## src/verilog/adc_pd_params.svh

```systemverilog
`ifndef ADC_PD_PARAMS_SVH
`define ADC_PD_PARAMS_SVH
// register write port constants
`define PD_CTRL_ADDR      8'h05
`define PD_CTRL_KEY       8'h69
`define PD_BIT_POS        0
`define PD_CTRL_RESET     8'h00
// power-up wait time in ns and derived cycles at 100 MHz
`define PWRUP_WAIT_NS     1000
`define CLK_PERIOD_NS     10
`define PWRUP_WAIT_CYC    ((`PWRUP_WAIT_NS + `CLK_PERIOD_NS - 1) / `CLK_PERIOD_NS)
`endif

```

## src/verilog/adc_pd_pkg.sv

```systemverilog
package adc_pd_pkg;
  typedef enum logic [3:0] {
    ST_ACTIVE   = 4'b0001,
    ST_ARMED    = 4'b0010,
    ST_SLEEP    = 4'b0100,
    ST_WAKING   = 4'b1000
  } pd_state_t;
endpackage

```

## src/verilog/adc_deep_powerdown_control.sv

```systemverilog
`timescale 1ns/10ps
`include "adc_pd_params.svh"
module adc_deep_powerdown_control
  import adc_pd_pkg::*;
#(
  parameter int PWRUP_CYCLES = `PWRUP_WAIT_CYC
)
(
  input  wire logic       clk,
  input  wire logic       resetn,
  input  wire logic       regWrite,
  input  wire logic [7:0] regAddr,
  input  wire logic [7:0] regData,
  input  wire logic       convertStartSelect,
  input  wire logic       convBusy,
  output logic            readyValidOutput,
  output logic            analogEnable,
  output logic            deepSleepState,
  output logic            powerUpDone,
  output logic            powerDownBit,
  output logic            controlUnlocked
);
  // ==========================================================
  // behaviour notes
  // ==========================================================
  // the block is a small sequencer between the write port and the analog
  // power switch. it never blocks a write: the interface stays alive in
  // every state, so the host can always clear the power-down bit again.
  //
  // entry needs three things in order: a key write, a bit write of one,
  // and a rising level on the conversion-start pin. the pin goes through
  // two flops first, so entry lands three clocks after the pin rises.
  // that latency is the price of a clean synchroniser; the host can
  // see it, since ready follows convBusy while armed and is forced high only from sleep on.
  //
  // exit needs only the key write and a bit write of zero. the sequencer
  // then spends PWRUP_CYCLES clocks in the waking state. the host does not
  // watch that count; it keeps its own wait before the next conversion.
  // the count drives the power-up flag, the analog switch and the forced-high ready.
  //
  // the unlock is single use on purpose: one key opens one bit write, so
  // a stray write to the control address cannot flip the bit later on.
  //
  // limitation: a conversion-start rise while sleeping or waking is
  // ignored here; the converter core must not start a conversion then.

  // reset value of the control register, bit picked out below
  localparam logic [7:0] CTRL_RESET = `PD_CTRL_RESET;
  // ==========================================================
  // pin capture
  // ==========================================================
  logic convSync;
  logic convPrev_q;
  wire  convRise = convSync & ~convPrev_q;

  pin_sync u_conv_sync
  (
    .clk    (clk),
    .resetn (resetn),
    .pinIn  (convertStartSelect),
    .pinOut (convSync)
  );

  always_ff @(posedge clk or negedge resetn)
  begin
    if (!resetn)
      convPrev_q <= 1'b0;
    else
      convPrev_q <= convSync;
  end

  // ==========================================================
  // register write decode
  // ==========================================================
  wire ctrlHit  = regWrite && (regAddr == `PD_CTRL_ADDR);
  wire keyWrite = ctrlHit && (regData == `PD_CTRL_KEY);
  wire bitWrite = ctrlHit && !keyWrite && controlUnlocked;
  wire newBit   = regData[`PD_BIT_POS];

  // the unlock lasts for one following control-address write; a key write re-arms it
  always_ff @(posedge clk or negedge resetn)
  begin
    if (!resetn)
      controlUnlocked <= 1'b0;
    else if (keyWrite)
      controlUnlocked <= 1'b1;
    else if (ctrlHit)
      controlUnlocked <= 1'b0;
  end

  // power-down bit held in the retained register, untouched by sleep
  always_ff @(posedge clk or negedge resetn)
  begin
    if (!resetn)
      powerDownBit <= CTRL_RESET[`PD_BIT_POS];
    else if (bitWrite)
      powerDownBit <= newBit;
  end

  // ==========================================================
  // sleep sequencer
  // ==========================================================
  localparam int CW = $clog2(PWRUP_CYCLES + 1);
  pd_state_t state_q;
  pd_state_t state_d;
  logic [CW-1:0] wait_q;
  wire waitDone = (wait_q == CW'(PWRUP_CYCLES - 1));

  // clear while armed simply cancels the pending entry
  always_comb
  begin
    state_d = state_q;
    case (state_q)
      ST_ACTIVE: if (powerDownBit) state_d = ST_ARMED;
      ST_ARMED:
        if (!powerDownBit)
          state_d = ST_ACTIVE;
        else if (convRise)
          state_d = ST_SLEEP;
      ST_SLEEP:  if (!powerDownBit) state_d = ST_WAKING;
      ST_WAKING:
        if (powerDownBit)
          state_d = ST_SLEEP;
        else if (waitDone)
          state_d = ST_ACTIVE;
      default:   state_d = ST_ACTIVE;
    endcase
  end

  always_ff @(posedge clk or negedge resetn)
  begin
    if (!resetn)
      state_q <= ST_ACTIVE;
    else
      state_q <= state_d;
  end

  // power-up wait counter, ends the waking state; host times its own wait
  always_ff @(posedge clk or negedge resetn)
  begin
    if (!resetn)
      wait_q <= '0;
    else if (state_q == ST_WAKING && !waitDone)
      wait_q <= wait_q + CW'(1);
    else
      wait_q <= '0;
  end

  // ==========================================================
  // registered outputs
  // ==========================================================
  // state decode, shared by the output flops
  // kept as functions so every output reads the same decode
  function automatic logic isSleep(input pd_state_t s);
    return (s == ST_SLEEP);
  endfunction

  function automatic logic isWaking(input pd_state_t s);
    return (s == ST_WAKING);
  endfunction

  // analog stays on while armed: entry waits for the pin edge
  function automatic logic isPowered(input pd_state_t s);
    return (s == ST_ACTIVE) || (s == ST_ARMED);
  endfunction

  // decode the next state so outputs change with the state flop
  wire sleepNext = isSleep(state_d);
  wire wakeNext  = isWaking(state_d);
  wire analogOn  = isPowered(state_d);

  always_ff @(posedge clk or negedge resetn)
  begin
    if (!resetn)
    begin
      readyValidOutput <= 1'b1;
      analogEnable     <= 1'b1;
      deepSleepState   <= 1'b0;
      powerUpDone      <= 1'b1;
    end
    else
    begin
      // high in sleep and on wake; else follows converter busy
      readyValidOutput <= sleepNext || wakeNext || !convBusy;
      analogEnable     <= analogOn && !sleepNext;
      deepSleepState   <= sleepNext;
      powerUpDone      <= analogOn;
    end
  end
endmodule // adc_deep_powerdown_control

```

## src/verilog/pin_sync.sv

```systemverilog
`timescale 1ns/10ps
// two-flop synchroniser for a pin level
module pin_sync
(
  input  wire logic clk,
  input  wire logic resetn,
  input  wire logic pinIn,
  output logic      pinOut
);
  logic stage1_q;

  // first flop feeds only the second
  always_ff @(posedge clk or negedge resetn)
  begin
    if (!resetn)
    begin
      stage1_q <= 1'b0;
      pinOut   <= 1'b0;
    end
    else
    begin
      stage1_q <= pinIn;
      pinOut   <= stage1_q;
    end
  end
endmodule // pin_sync

```

## config.mk

```make
export PLATFORM = sky130hd
export DESIGN_NAME = adc_deep_powerdown_control
export DESIGN_NICKNAME = d
export VERILOG_FILES = /design/src/verilog/adc_pd_pkg.sv /design/src/verilog/adc_deep_powerdown_control.sv /design/src/verilog/pin_sync.sv
export VERILOG_INCLUDE_DIRS = /design/src /design/src/verilog
export SDC_FILE = /design/constraint.sdc
export NUM_CORES = 1
export LEC_CHECK = 0
export BUFFER_PORTS_ARGS = -buffer_cell sky130_fd_sc_hd__buf_2
export CELL_PAD_IN_SITES_DETAIL_PLACEMENT = 1
export CELL_PAD_IN_SITES_GLOBAL_PLACEMENT = 1
export CORE_MARGIN = 5
export CORE_UTILIZATION = 30
export DETAILED_ROUTE_END_ITERATION = 6
export HOLD_SLACK_MARGIN = 0.05
export PLACE_DENSITY = 0.73
export SLEW_MARGIN = 10
export SYNTH_ARGS = -nofsm -noshare
export SYNTH_HDL_FRONTEND = slang
export SYNTH_SLANG_ARGS = --single-unit
```

## constraint.sdc

```tcl
create_clock -name clk -period 1.6 [get_ports clk]
set_input_delay 0.32 -clock clk [delete_from_list [all_inputs] [get_ports clk]]
set_output_delay 0.32 -clock clk [all_outputs]
set_load 0.03 [all_outputs]
```

==> results.sh <==
export IMPL_gp_congestion=0.6835
export IMPL_syn_area_per_cell_sq_um=12.08
export IMPL_p_seq_frac=0.609
export IMPL_n_antenna_cell=0
export IMPL_drv_cap=0
export IMPL_grt_overflow_total=0
export IMPL_initial_utilization=0.3112
export IMPL_cts_max_path_buffers=2
export IMPL_hold_buffers=1
export IMPL_finalInstanceArea_sq_um=1184
export IMPL_seq_area_frac_synth=0.5365
export IMPL_cp_max_fo=3
export IMPL_netSwitchingFraction=0.2006
export IMPL_ys_flop_type="dfrtp_1"
export IMPL_ir_drop_mv=0.2336
export IMPL_clock_skew_ns=0.004789
export IMPL_grt_pass1_vias=705
export IMPL_vias=696
export IMPL_synthTopCellsByCount="dfrtp_1 (16), nor2_1 (14), dfstp_2 (4)"
export IMPL_numCtsBuffers=3
export IMPL_drc=0
export IMPL_syn_cell_area_sq_um=942.2
export IMPL_synthTopCellsByArea="dfrtp_1 (42%), dfstp_2 (11%), nor2_1 (5.6%)"
export IMPL_hold_viol=0
export IMPL_ios=27
export IMPL_crit_arrival_ns=1.71
export IMPL_dp_hpwl_um=1492
export IMPL_rsz0062_at_grt="false"
export IMPL_cts_num_sinks=20
export IMPL_synth_top_area_frac=0.4250
export IMPL_yosysWarnings=0
export IMPL_drive_gt1_frac=0.3909
export IMPL_die_y_um=66.04
export IMPL_die_x_um=66.04
export IMPL_root_buffer="clkbuf_4"
export IMPL_slew_violations=0
export IMPL_intPower_uw=675.0
export IMPL_clkSlewWorstSetupHoldPaths_ns=0.11
export IMPL_whs_ns=0.1257
export IMPL_dr_pass1_iters=2
export IMPL_cts_setup_buffers=0
export IMPL_placement_rows=20
export IMPL_yosysTopAreaCell="dfrtp_1"
export IMPL_antenna_found_initial=0
export IMPL_wire_per_inst_um=12.08
export IMPL_path_class="reg2reg"
export IMPL_gr_usage_all_layers=0.09490
export IMPL_p_leak_nw=0.5147
export IMPL_final_nets=133
export IMPL_die_area_sq_um=4361
export IMPL_ys_ff_latch=20
export IMPL_drt_iter0_markers=29
export IMPL_io_buffer_count=26
export IMPL_grt_max_degree=21
export IMPL_mappedNetlistNets=100
export IMPL_worst_slew_pin_slew_ns=0.4286
export IMPL_yosys_cell_types_count=32
export IMPL_area_delta_synth_final_pct=25.63
export IMPL_status="completed"
export IMPL_p_clk_frac=0.339
export IMPL_fin_ws_ns=0.1189
export IMPL_routed_wl_um=1861
export IMPL_worstSetupEndpointType="flip-flop"
export IMPL_grt_pass1_wl_um=3153
export IMPL_yosysMostFrequentCell="dfrtp_1"
export IMPL_min_path_type="in2reg"
export IMPL_cp_start_kind="flip-flop"
export IMPL_cp_required_ns=1.83
export IMPL_syn_instance_count=78
export IMPL_combPwrFrac=0.052
export IMPL_clk_latency_ns=0.29
export IMPL_cts_tree="built"
export IMPL_finalSetupViolCount=0
export IMPL_relSlewSlack=0.7143
export IMPL_finalCritPeriodShare=0.9257
export IMPL_cts_max_level=1
export IMPL_final_setup_tns_ns=0
export IMPL_drtAntennaViolNets=0
export IMPL_power_switching_uw=169.4
export IMPL_max_freq_mhz=675.2
export IMPL_reg2reg_slack_ns=0.12
export IMPL_synth_edff_count=0
export IMPL_place_ws_ns=0.02198
export IMPL_ctsResizeCount=0
export IMPL_placed_area_sq_um=1137
export IMPL_viasPerCell=4.519
export IMPL_async_reset_ff_frac=1.000
export IMPL_post_route_min_period_ns=1.481
export IMPL_p_per_area_nw_per_um2=713.4
export IMPL_core_sq_um=3028
-- layer usage --
layer / share of wire / vias to the layer above / wire, um / GRT usage
li1: - / 343 / - / -
met4: 0.019 / 0 / 35 / 0.06091
met3: 0.051 / 2 / 94 / 0.01871
met2: 0.51 / 16 / 947 / 0.1577
met5: 0 / - / 0 / 0
met1: 0.42 / 335 / 783 / 0.1105
-- sequential cells by signal (all words and copies together), names as in the netlist --
register and count:
analogEnable 1, controlUnlocked 1, convPrev_q 1, deepSleepState 1, powerDownBit 1, powerUpDone 1, readyValidOutput 1, state_q 4
u_conv_sync.pinOut 1, u_conv_sync.stage1_q 1, wait_q 7
-- final timing paths --
path	start	endpoint	depth (start not counted)
max reg2reg	wait_q[0]	readyValidOutput	5
max in group asynchronous	resetn	powerUpDone	2
min in group asynchronous	resetn	wait_q[6]	2
min	convertStartSelect	u_conv_sync.stage1_q	1
max	wait_q[0]	readyValidOutput	5
min reg2reg	u_conv_sync.stage1_q	u_conv_sync.pinOut	0
-- power groups by stage --
stage               clock network [mW]  logic (mW)  registers (mW)
floorplan                            0     0.00670           0.526
detailed placement                   0      0.0441           0.523
global route                     0.325      0.0504           0.515
finish                           0.286      0.0441           0.514
global placement                     0      0.0428           0.523
CTS                              0.300      0.0460           0.514
-- kinds of logic after synthesis --
logic type,synth area share
AND/OR/NAND/NOR,0.2842
XOR/XNOR,0.04649
flip-flops,0.5365
AO/OA/AOI/OAI,0.07171
adder cells (fa/ha/maj),0.01328
buffers and inverters,0.01328
multiplexers,0.03453
-- per-stage QoR --
step / instances / util / power, mW
global route: 154 / 0.3909 / 0.8904
global placement: 149 / 0.3756 / 0.5663
finish: 154 / 0.3909 / 0.8444
CTS: 154 / 0.3909 / 0.8602
detailed placement: 149 / 0.3756 / 0.5676
floorplan: 78 / - / 0.5328
-- cells in the final DEF, fill, tap and decap left out, types with 2 or more instances in the layout --
cell and count:
buf_4 2, a21oi_1 3, clkbuf_4 3, o22ai_1 2
nand3_1 2, nor2_1 14, nand4b_1 2, mux2_1 2
dfrtp_1 16, nand2_1 3, dfstp_2 4, xnor2_1 3
nand4bb_1 2, buf_2 26, nor4bb_2 2, nor3b_1 2
xor2_1 2, inv_1 2
-- critical path, stage by stage, from the launching register on --
cell and delay (ns):
dfrtp_1 0.38, ha_1 0.28, nand4bb_4 0.15, o21ai_4 0.18, a21oi_2 0.08, or3b_1 0.35
-- area by class of cell --
| type | instances | area, sq um |
|---|---|---|
| Tap cell | 44 | 55.05 |
| Timing Repair Buffer | 29 | 155.1 |
| Fill cell | 348 | 1844 |
| Multi-Input combinational cell | 55 | 424.2 |
| Sequential cell | 20 | 505.5 |
| Inverter | 2 | 7.507 |
| Clock buffer | 4 | 36.28 |
Power figures use the tool's default switching activity.
